==> src/gauge_cfg.svh <==
// Offsets, field positions, reset values and bus constants of the gauge register bank
`ifndef GAUGE_CFG_SVH
`define GAUGE_CFG_SVH

// ---------------------------------------------------------------
// Register offsets (8-bit pointer values)
// ---------------------------------------------------------------
`define OFS_NOMINAL_CELL_CAPACITY     8'h18
`define OFS_EMPTY_RECOVERY_THRESHOLDS 8'h3a

// ---------------------------------------------------------------
// Reset values
// ---------------------------------------------------------------
`define RST_NOMINAL_CELL_CAPACITY     16'h0bb8
`define RST_EMPTY_RECOVERY_THRESHOLDS 16'ha561

// ---------------------------------------------------------------
// Threshold register fields
// ---------------------------------------------------------------
`define EMPTY_FIELD_MSB    15
`define EMPTY_FIELD_LSB    7
`define RECOVERY_FIELD_MSB 6
`define RECOVERY_FIELD_LSB 0

// 10 mV / 78.125 uV = 128, 40 mV / 78.125 uV = 512
`define EMPTY_STEP_SHIFT    7
`define RECOVERY_STEP_SHIFT 9

// ---------------------------------------------------------------
// Two-wire link
// ---------------------------------------------------------------
`define DEFAULT_TARGET_ADDR 7'h2a
`define READ_UNMAPPED       16'h0000

`endif

==> src/gauge_pkg.sv <==
// Types shared by the gauge register bank and its two-wire target
package gauge_pkg;

   // ---------------------------------------------------------------
   // Fixed-point register encodings
   // ---------------------------------------------------------------
   typedef logic [15:0]        capacity_t;     // 0.5 mAh per step
   typedef logic [15:0]        percent_t;      // 1/256 % per step
   typedef logic [15:0]        voltage_t;      // 78.125 uV per step
   typedef logic signed [15:0] current_t;      // 156.25 uA per step
   typedef logic signed [15:0] temperature_t;  // 1/256 degC per step
   typedef logic [15:0]        resistance_t;   // 1/4096 ohm per step
   typedef logic [15:0]        time_t;         // 5.625 s per step

   // ---------------------------------------------------------------
   // Register request from the link
   // ---------------------------------------------------------------
   typedef struct packed {
      logic        wr;
      logic [7:0]  ptr;
      logic [15:0] wdata;
   } reg_req_s;

   typedef enum logic [3:0] {
      LINK_IDLE,
      LINK_ADDR,
      LINK_ACK_ADDR,
      LINK_PTR,
      LINK_ACK_PTR,
      LINK_WDATA,
      LINK_ACK_WDATA,
      LINK_RDATA,
      LINK_HOST_ACK
   } link_state_e;

   typedef struct packed {
      link_state_e st;
      logic [3:0]  bitcnt;
      logic [7:0]  shreg;
      logic [7:0]  tx;
      logic        rw;
      logic        hi;
      logic [7:0]  wlo;
      logic        sda_oe;
      logic        scl_q;
      logic        sda_q;
      reg_req_s    req;
   } link_st_s;

   typedef struct packed {
      capacity_t nominal;
      logic [15:0] thresholds;
      logic        empty;
      percent_t    rep_pct;
      capacity_t   rep_cap;
   } bank_st_s;

endpackage : gauge_pkg

==> src/twowire_target.sv <==
// Two-wire bus target: pointer byte, then 16-bit words low byte first; a read sends 0x00 as the low byte of every word after the first
`include "gauge_cfg.svh"

module twowire_target #(
   parameter logic [6:0] TARGET_ADDR = `DEFAULT_TARGET_ADDR
) (
   input  wire logic              clock,
   input  wire logic              srst,
   input  wire logic              scl_i,
   input  wire logic              sda_i,
   output logic                   sda_oe,
   output gauge_pkg::reg_req_s    req,
   input  wire logic [15:0]       rdata
);

   gauge_pkg::link_st_s s;
   gauge_pkg::link_st_s next_s;

   logic scl_rise;
   logic scl_fall;
   logic start_seen;
   logic stop_seen;

   // ---------------------------------------------------------------
   // Elaboration check
   // ---------------------------------------------------------------
   if (TARGET_ADDR < 7'h08 || TARGET_ADDR > 7'h77)
   begin : g_bad_addr
      $error("Target address lies in a reserved range");
   end

   assign scl_rise   = scl_i & ~s.scl_q;
   assign scl_fall   = ~scl_i & s.scl_q;
   assign start_seen = scl_i & s.scl_q & s.sda_q & ~sda_i;
   assign stop_seen  = scl_i & s.scl_q & ~s.sda_q & sda_i;

   // ---------------------------------------------------------------
   // Bit engine
   // ---------------------------------------------------------------
   always_comb
   begin
      next_s        = s;
      next_s.scl_q  = scl_i;
      next_s.sda_q  = sda_i;
      next_s.req.wr = 1'b0;
      // Pointer steps only after the write pulse has used it
      if (s.req.wr)
         next_s.req.ptr = s.req.ptr + 8'h01;
      if (start_seen)                                              // [RULE1]
      begin
         next_s.st     = gauge_pkg::LINK_ADDR;
         next_s.bitcnt = 4'h0;
         next_s.hi     = 1'b0;
         next_s.sda_oe = 1'b0;
      end
      else if (stop_seen)
      begin
         next_s.st     = gauge_pkg::LINK_IDLE;
         next_s.sda_oe = 1'b0;
      end
      else if (scl_rise && s.st != gauge_pkg::LINK_IDLE)
      begin
         next_s.shreg  = {s.shreg[6:0], sda_i};
         next_s.bitcnt = s.bitcnt + 4'h1;
      end
      else if (scl_fall)
      begin
         case (s.st)
            gauge_pkg::LINK_ADDR:
               if (s.bitcnt == 4'h8)
               begin
                  if (s.shreg[7:1] == TARGET_ADDR)
                  begin
                     next_s.sda_oe = 1'b1;
                     next_s.rw     = s.shreg[0];
                     next_s.st     = gauge_pkg::LINK_ACK_ADDR;
                  end
                  else
                     next_s.st = gauge_pkg::LINK_IDLE;
               end
            gauge_pkg::LINK_ACK_ADDR:
            begin
               next_s.bitcnt = 4'h0;
               next_s.hi     = 1'b0;
               if (s.rw)
               begin
                  next_s.tx     = rdata[7:0];
                  next_s.sda_oe = ~rdata[7];
                  next_s.st     = gauge_pkg::LINK_RDATA;
               end
               else
               begin
                  next_s.sda_oe = 1'b0;
                  next_s.st     = gauge_pkg::LINK_PTR;
               end
            end
            gauge_pkg::LINK_PTR:
               if (s.bitcnt == 4'h8)
               begin
                  next_s.req.ptr = s.shreg;
                  next_s.sda_oe  = 1'b1;
                  next_s.st      = gauge_pkg::LINK_ACK_PTR;
               end
            gauge_pkg::LINK_ACK_PTR,
            gauge_pkg::LINK_ACK_WDATA:
            begin
               next_s.sda_oe = 1'b0;
               next_s.bitcnt = 4'h0;
               next_s.st     = gauge_pkg::LINK_WDATA;
            end
            gauge_pkg::LINK_WDATA:
               if (s.bitcnt == 4'h8)
               begin
                  next_s.sda_oe = 1'b1;
                  next_s.st     = gauge_pkg::LINK_ACK_WDATA;
                  next_s.hi     = ~s.hi;
                  if (s.hi)
                  begin
                     next_s.req.wr    = 1'b1;
                     next_s.req.wdata = {s.shreg, s.wlo};
                  end
                  else
                     next_s.wlo = s.shreg;
               end
            gauge_pkg::LINK_RDATA:
               if (s.bitcnt == 4'h8)
               begin
                  next_s.sda_oe = 1'b0;
                  next_s.st     = gauge_pkg::LINK_HOST_ACK;
               end
               else
                  next_s.sda_oe = ~s.tx[3'(4'h7 - s.bitcnt)];
            gauge_pkg::LINK_HOST_ACK:
            begin
               next_s.bitcnt = 4'h0;
               // Host NACK ends the read; the word already sent stays coherent
               if (s.shreg[0])
               begin
                  next_s.sda_oe = 1'b0;
                  next_s.st     = gauge_pkg::LINK_IDLE;
               end
               else
               begin
                  next_s.hi = ~s.hi;
                  if (s.hi)
                  begin
                     next_s.req.ptr = s.req.ptr + 8'h01;
                     next_s.tx      = 8'h00;
                     next_s.sda_oe  = 1'b1;
                  end
                  else
                  begin
                     next_s.tx     = rdata[15:8];
                     next_s.sda_oe = ~rdata[15];
                  end
                  next_s.st = gauge_pkg::LINK_RDATA;
               end
            end
            default:
               next_s.sda_oe = 1'b0;
         endcase
      end
   end

   always_ff @(posedge clock)
   begin
      if (srst)
      begin
         s       <= '0;
         s.st    <= gauge_pkg::LINK_IDLE;
         s.scl_q <= 1'b1;
         s.sda_q <= 1'b1;
      end
      else
         s <= next_s;
   end

   assign sda_oe = s.sda_oe;
   assign req    = s.req;
endmodule : twowire_target

==> src/gauge_register_bank.sv <==
// Gauge register bank: capacity and empty/recovery thresholds, empty detection
//
// Function
// RULE1 - Host reaches every register only through the two-wire bus.
// RULE2 - Capacity 0.5 mAh, time 5.625 s, resistance 1/4096 ohm, all unsigned.
// RULE3 - Percentage unsigned at 1/256 %; upper byte gives whole percent.
// RULE4 - Current and temperature signed; 156.25 uA and 1/256 degC steps.
// RULE5 - Nominal capacity register holds rated capacity, resets to 0x0BB8.
// RULE6 - Empty target field counts 10 mV steps, 0 to 5.11 V.
// RULE7 - Empty target field resets to the 3.3 V code.
// RULE8 - Report relative to empty target; zero percent once voltage reaches it.
// RULE9 - Recovery field counts 40 mV steps, 0 to 5.08 V.
// RULE10 - Recovery field resets to the 3.88 V code.
// RULE11 - Empty clears when voltage rises above recovery; detection then re-arms.
// RULE12 - Empty field bits 15..7, recovery field bits 6..0.
// RULE13 - Voltages unsigned at 78.125 uV; every register sixteen bits wide.
`include "gauge_cfg.svh"

module gauge_register_bank #(
   parameter logic [6:0] TARGET_ADDR = `DEFAULT_TARGET_ADDR
) (
   input  wire logic                    clock,
   input  wire logic                    srst,
   input  wire logic                    scl_i,
   input  wire logic                    sda_i,
   output logic                         sda_o,
   output logic                         sda_oe,
   input  wire gauge_pkg::voltage_t     cell_voltage,
   input  wire gauge_pkg::percent_t     raw_percent,
   input  wire gauge_pkg::capacity_t    raw_capacity,
   input  wire gauge_pkg::temperature_t temperature,
   output gauge_pkg::capacity_t         nominal_capacity,
   output logic                         empty_detected,
   output gauge_pkg::percent_t          reported_percent,
   output gauge_pkg::capacity_t         reported_capacity,
   output logic [7:0]                   whole_percent,
   output logic signed [7:0]            whole_degrees
);

   gauge_pkg::bank_st_s s;
   gauge_pkg::bank_st_s next_s;
   gauge_pkg::reg_req_s req;
   logic [15:0]         rdata;
   gauge_pkg::voltage_t empty_level;
   gauge_pkg::voltage_t recovery_level;

   // ---------------------------------------------------------------
   // Field decode
   // ---------------------------------------------------------------
   function automatic gauge_pkg::voltage_t empty_volts(input logic [15:0] thr);
      empty_volts = {thr[`EMPTY_FIELD_MSB:`EMPTY_FIELD_LSB],                // [RULE6]
                     {`EMPTY_STEP_SHIFT{1'b0}}};                             // [RULE12]
   endfunction : empty_volts

   function automatic gauge_pkg::voltage_t recovery_volts(input logic [15:0] thr);
      recovery_volts = {thr[`RECOVERY_FIELD_MSB:`RECOVERY_FIELD_LSB],        // [RULE9]
                        {`RECOVERY_STEP_SHIFT{1'b0}}};                       // [RULE12]
   endfunction : recovery_volts

   function automatic logic [15:0] read_word(input logic [7:0] ptr,
                                             input gauge_pkg::bank_st_s st);
      if (ptr == `OFS_NOMINAL_CELL_CAPACITY)
         read_word = st.nominal;
      else if (ptr == `OFS_EMPTY_RECOVERY_THRESHOLDS)
         read_word = st.thresholds;
      else
         read_word = `READ_UNMAPPED;
   endfunction : read_word

   assign empty_level    = empty_volts(s.thresholds);                      // [RULE13]
   assign recovery_level = recovery_volts(s.thresholds);

   // ---------------------------------------------------------------
   // Link
   // ---------------------------------------------------------------
   twowire_target #(
      .TARGET_ADDR (TARGET_ADDR)
   ) u_link (
      .clock  (clock),
      .srst   (srst),
      .scl_i  (scl_i),
      .sda_i  (sda_i),
      .sda_oe (sda_oe),
      .req    (req),
      .rdata  (rdata)
   );

   assign sda_o = 1'b0;
   assign rdata = read_word(req.ptr, s);                                    // [RULE1]

   // ---------------------------------------------------------------
   // Registers and empty detection
   // ---------------------------------------------------------------
   always_comb
   begin
      next_s = s;
      if (req.wr)
      begin
         if (req.ptr == `OFS_NOMINAL_CELL_CAPACITY)                         // [RULE5]
            next_s.nominal = req.wdata;
         else if (req.ptr == `OFS_EMPTY_RECOVERY_THRESHOLDS)
            next_s.thresholds = req.wdata;
      end
      // Comparator uses the registered fields so a rewrite acts one cycle later
      if (!s.empty && cell_voltage <= empty_level)                           // [RULE8]
         next_s.empty = 1'b1;
      else if (s.empty && cell_voltage > recovery_level)                     // [RULE11]
         next_s.empty = 1'b0;
      next_s.rep_pct = next_s.empty ? 16'h0000 : raw_percent;               // [RULE8]
      next_s.rep_cap = next_s.empty ? 16'h0000 : raw_capacity;
   end

   always_ff @(posedge clock)
   begin
      if (srst)
      begin
         s            <= '0;
         s.nominal    <= `RST_NOMINAL_CELL_CAPACITY;                        // [RULE5]
         s.thresholds <= `RST_EMPTY_RECOVERY_THRESHOLDS;                    // [RULE7] [RULE10]
      end
      else
         s <= next_s;
   end

   assign nominal_capacity  = s.nominal;                                    // [RULE2]
   assign empty_detected    = s.empty;
   assign reported_percent  = s.rep_pct;
   assign reported_capacity = s.rep_cap;
   assign whole_percent     = s.rep_pct[15:8];                              // [RULE3]
   assign whole_degrees     = temperature[15:8];                            // [RULE4]
endmodule : gauge_register_bank

==> config.mk <==
export PLATFORM = sky130hd
export DESIGN_NAME = gauge_register_bank
export DESIGN_NICKNAME = d
export VERILOG_FILES = /design/src/gauge_pkg.sv /design/src/twowire_target.sv /design/src/gauge_register_bank.sv
export VERILOG_INCLUDE_DIRS = /design/src /design/src/src
export SDC_FILE = /design/constraint.sdc
export NUM_CORES = 1
export LEC_CHECK = 0
export ABC_AREA = 0
export BUFFER_PORTS_ARGS = -buffer_cell sky130_fd_sc_hd__buf_2
export CAP_MARGIN = 10
export CELL_PAD_IN_SITES_DETAIL_PLACEMENT = 1
export CELL_PAD_IN_SITES_GLOBAL_PLACEMENT = 2
export CORE_ASPECT_RATIO = 1.5
export CORE_MARGIN = 10
export CORE_UTILIZATION = 33
export DETAILED_ROUTE_END_ITERATION = 12
export PLACE_DENSITY_LB_ADDON = 0.1
export SKIP_CTS_REPAIR_TIMING = 1
export SLEW_MARGIN = 20
export SYNTH_ARGS = -nofsm -noshare
export SYNTH_HDL_FRONTEND = slang
export SYNTH_SLANG_ARGS = --single-unit
==> constraint.sdc <==
create_clock -name clock -period 2.6 [get_ports clock]
set_input_delay 0.26 -clock clock [delete_from_list [all_inputs] [get_ports clock]]
set_output_delay 0.26 -clock clock [all_outputs]
set_load 0.02 [all_outputs]
==> impl_metrics.csv <==
group,metric,value,unit
timing,clock_skew,0.0127,ns
flow_run,cap_violations,0,
timing,period_minus_slack,2.38,ns
worst_hold_path,holdPathStages,2,
synth,syn_avg_cell_area,9.28,sq um
cells_and_area,nFillCells,2097,
drt,wl_per_cell,19.2,microns
cells_and_area,final_util,0.408,
clock_tree,numCtsBuffers,17,
cells_and_area,multi_input_comb_area,2980,sq um
drt,firstDrtPassIters,4,
floorplan,die_area,24100,sq um
cells_and_area,nets,829,
cells_and_area,final-seq-area,2540,sq um
cells_and_area,diodes,0,
worst_hold_path,min_to,"reported_capacity[13]$_SDFF_PP0_",
drt,routed_wl,18700,microns
timing,whs,0.0917,ns
synth,synth_area_leaders,"dfxtp_1, mux2i_1, nor2_1, ha_1, nor3b_1",
floorplan,die-height,185,microns
clock_tree,clk_path_buf_depth,2,
floorplan,core,17900,sq um
clock_tree,cts_max_level,4,
cells_and_area,area_growth,21.5,%
synth,synth-seq-cells,127,
timing,fmax,0.421,GHz
drt,drtIter0Drc,233,
timing,finalMaxSlewViolations,0,
timing,rsz0062_at_grt,"false",
placement,io_buffer_count,109,
synth,seq_area_frac_synth,0.424,
synth,async_flop_share,0,
cells_and_area,drive_gt1_frac,0.238,
synth,synth_top_area_cell,"dfxtp_1",
worst_setup_path,rr_worst_depth,9,
drt,vias,5058,
clock_tree,cts_tree,"done",
synth,ys_types,64,
drt,drc,0,
clock_tree,cts-root-buf,"clkbuf_16",
worst_hold_path,hp-start,"raw_capacity[13]",
timing,hold_violations,0,
global_route,grt_usage,0.159,
worst_setup_path,r2r-end,"u_link.sda_oe$_SDFFE_PP0P_",
timing,relSlewSlack,0.552,
timing,finalSetupViolCount,0,
floorplan,ios,135,
worst_setup_path,path_class,"register to register",
power,power.density,642,nW/um^2
global_route,grt_antenna_before_repair,0,
worst_setup_path,cp_data_required_time,2.90,ns
synth,synth_edf_count,0,
synth,yosys.area.top_type_share,0.424,
global_route,grt_pass1_wl,29900,microns
placement,post-place-ws,0.0752,ns
synth,synthFlopType,"dfxtp_1",
clock_tree,cts.sinks,127,
timing,worstMarginPinSlew,0.666,ns
timing,fin_crit_sh,0.913,
worst_setup_path,worstPathMaxFanout,5,
drt,detail_route.vias_per_cell,5.21,
placement,gp_congestion,0.789,
power,p_leak,3.19,nW
timing,fin_setup_tns,0,ns
global_route,overflow,0,
worst_setup_path,reg2reg_from,"u_link.req[16]$_SDFF_PP0_",
power,ir_worst_vdd,0.361,mV
drt,ant_nets,0,
worst_setup_path,r2r_setup_slack,0.22,ns
worst_setup_path,worstPathArrival,2.68,ns
synth,yosysWarnings,0,
clock_tree,clkLatencyLatePin,0.42,ns
placement,hpwlAfterDp,13900,microns
global_route,grt_pass1_vias,5478,
clock_tree,clkSlewWorstSetupHoldPaths,0.07,ns
power,power,0.00467,W
floorplan,die-width,130,microns
global_route,grt_max_degree,48,
synth,netlist_area,5990,sq um
worst_setup_path,critPathCaptureType,"register",
worst_hold_path,min_path_type,"primary input to register",
synth,synthCells,646,
floorplan,start_util,0.336,
floorplan,core.rowCount,60,
timing,setup_ws,0.225,ns
status,status,"finished, final reports clean",
synth,synth_nets,735,
worst_setup_path,start_kind,"register",
-- routing by layer --
layer / global-route usage / vias to the layer above / part of all wire / routed length, microns
li1: - / 2454 / - / -
met1: 0.175 / 2490 / 0.41 / 7620
met2: 0.281 / 94 / 0.53 / 9860
met3: 0.0432 / 20 / 0.044 / 824
met4: 0.0573 / 0 / 0.019 / 352
met5: 0 / - / 0 / 0
-- cells in the mapped netlist (2+ instances only) --
master / number
or2_2: 3
clkbuf_1: 26
nand3b_1: 4
o21ai_0: 8
nand4_1: 7
nand3_1: 8
dfxtp_1: 127
mux2i_1: 52
nor3_1: 11
nand2_1: 21
nor2b_1: 6
a22o_1: 4
xor2_1: 10
a211oi_1: 7
nor2_1: 94
a21oi_1: 12
buf_2: 11
o22ai_1: 4
nor4_1: 4
or3_1: 2
and3_1: 8
a311oi_1: 9
buf_4: 21
mux4_2: 2
o21bai_1: 2
or4_1: 2
a22oi_1: 22
a211o_1: 15
a41o_1: 2
or2b_1: 2
a21boi_0: 2
a31oi_1: 2
nand2b_1: 5
xnor2_1: 4
inv_1: 40
a2111oi_0: 4
nor3b_1: 35
ha_1: 21
a311o_1: 2
-- final cells by class --
cell class	count	share of cell area
tap	217	0.0373
multi-input combinational	420	0.410
clock inverter	14	0.0203
clock buffer	18	0.0603
timing repair buffer	134	0.103
sequential	127	0.349
inverter	40	0.0206
-- stage by stage --
step                area [sq um]  instances
CTS                         7280        970
global placement            6690        938
global route                7280        970
floorplan                   5990        646
finish                      7280        970
detailed placement          6690        938
-- registers in the layout, indices dropped and copies added, names as in the netlist --
signal and count:
empty_detected 1, empty_level 9, nominal_capacity 16, recovery_level 7, reported_capacity 16, reported_percent 16, u_link.req 25, u_link.s 36
u_link.sda_oe 1
-- worst max-delay path, stage by stage (launching register included) --
cell,delay (ns)
dfxtp_1,0.36
inv_1,0.17
ha_1,0.27
nand3_1,0.12
a2111oi_1,0.40
buf_4,0.19
nor2_1,0.04
a2111oi_1,0.48
buf_4,0.19
o22ai_1,0.05
-- worst max-delay path by stage --
stage	from	to	depth (start not counted)
after floorplan	u_link.s[54]$_SDFFE_PP0P_	u_link.s[28]$_SDFFE_PP0P_	7
after global placement	u_link.req[16]$_SDFF_PP0_	u_link.sda_oe$_SDFFE_PP0P_	9
after detailed placement	u_link.req[16]$_SDFF_PP0_	u_link.sda_oe$_SDFFE_PP0P_	9
after CTS	u_link.req[16]$_SDFF_PP0_	u_link.sda_oe$_SDFFE_PP0P_	9
after global routing	u_link.req[16]$_SDFF_PP0_	u_link.sda_oe$_SDFFE_PP0P_	9
final	u_link.req[16]$_SDFF_PP0_	u_link.sda_oe$_SDFFE_PP0P_	9
-- cells in the final DEF (no fill, tap or decap), drive strengths merged, types with 3 or more instances in the layout --
cell type,n
nand2,21
a311oi,9
xnor2,4
clkinv,4
nor3,12
nor4,5
nor3b,36
nand3,8
clkbuf,18
ha,21
or2,3
mux2i,52
inv,48
dfxtp,127
a2111oi,4
nand3b,4
o21ai,9
nor2,94
buf,134
and3,8
xor2,10
nor2b,6
a21oi,12
a22o,4
o22ai,4
a22oi,22
a211oi,7
a211o,15
nand2b,5
nand4,7
-- power breakdown --
part / internal (W) / leakage [nW] / switching, W
sequential: 0.00197 / 1.03 / 0.0000227
combinational: 0.000118 / 1.87 / 0.000184
clock: 0.00138 / 0.287 / 0.000999
-- cell families (layout without fill, tap and decap cells) --
kind of cell | Yosys count | in the layout | synth area share
compound gates | 106 | 106 | 0.134
buf+inv | 99 | 206 | 0.0787
other cells | 1 | 1 | 0.000626
simple gates | 224 | 224 | 0.204
xor+xnor | 14 | 14 | 0.0205
fa+ha+maj | 21 | 21 | 0.0438
flops | 127 | 127 | 0.424
mux | 54 | 54 | 0.0943
No activity file was read; power rests on OpenSTA's default activity.
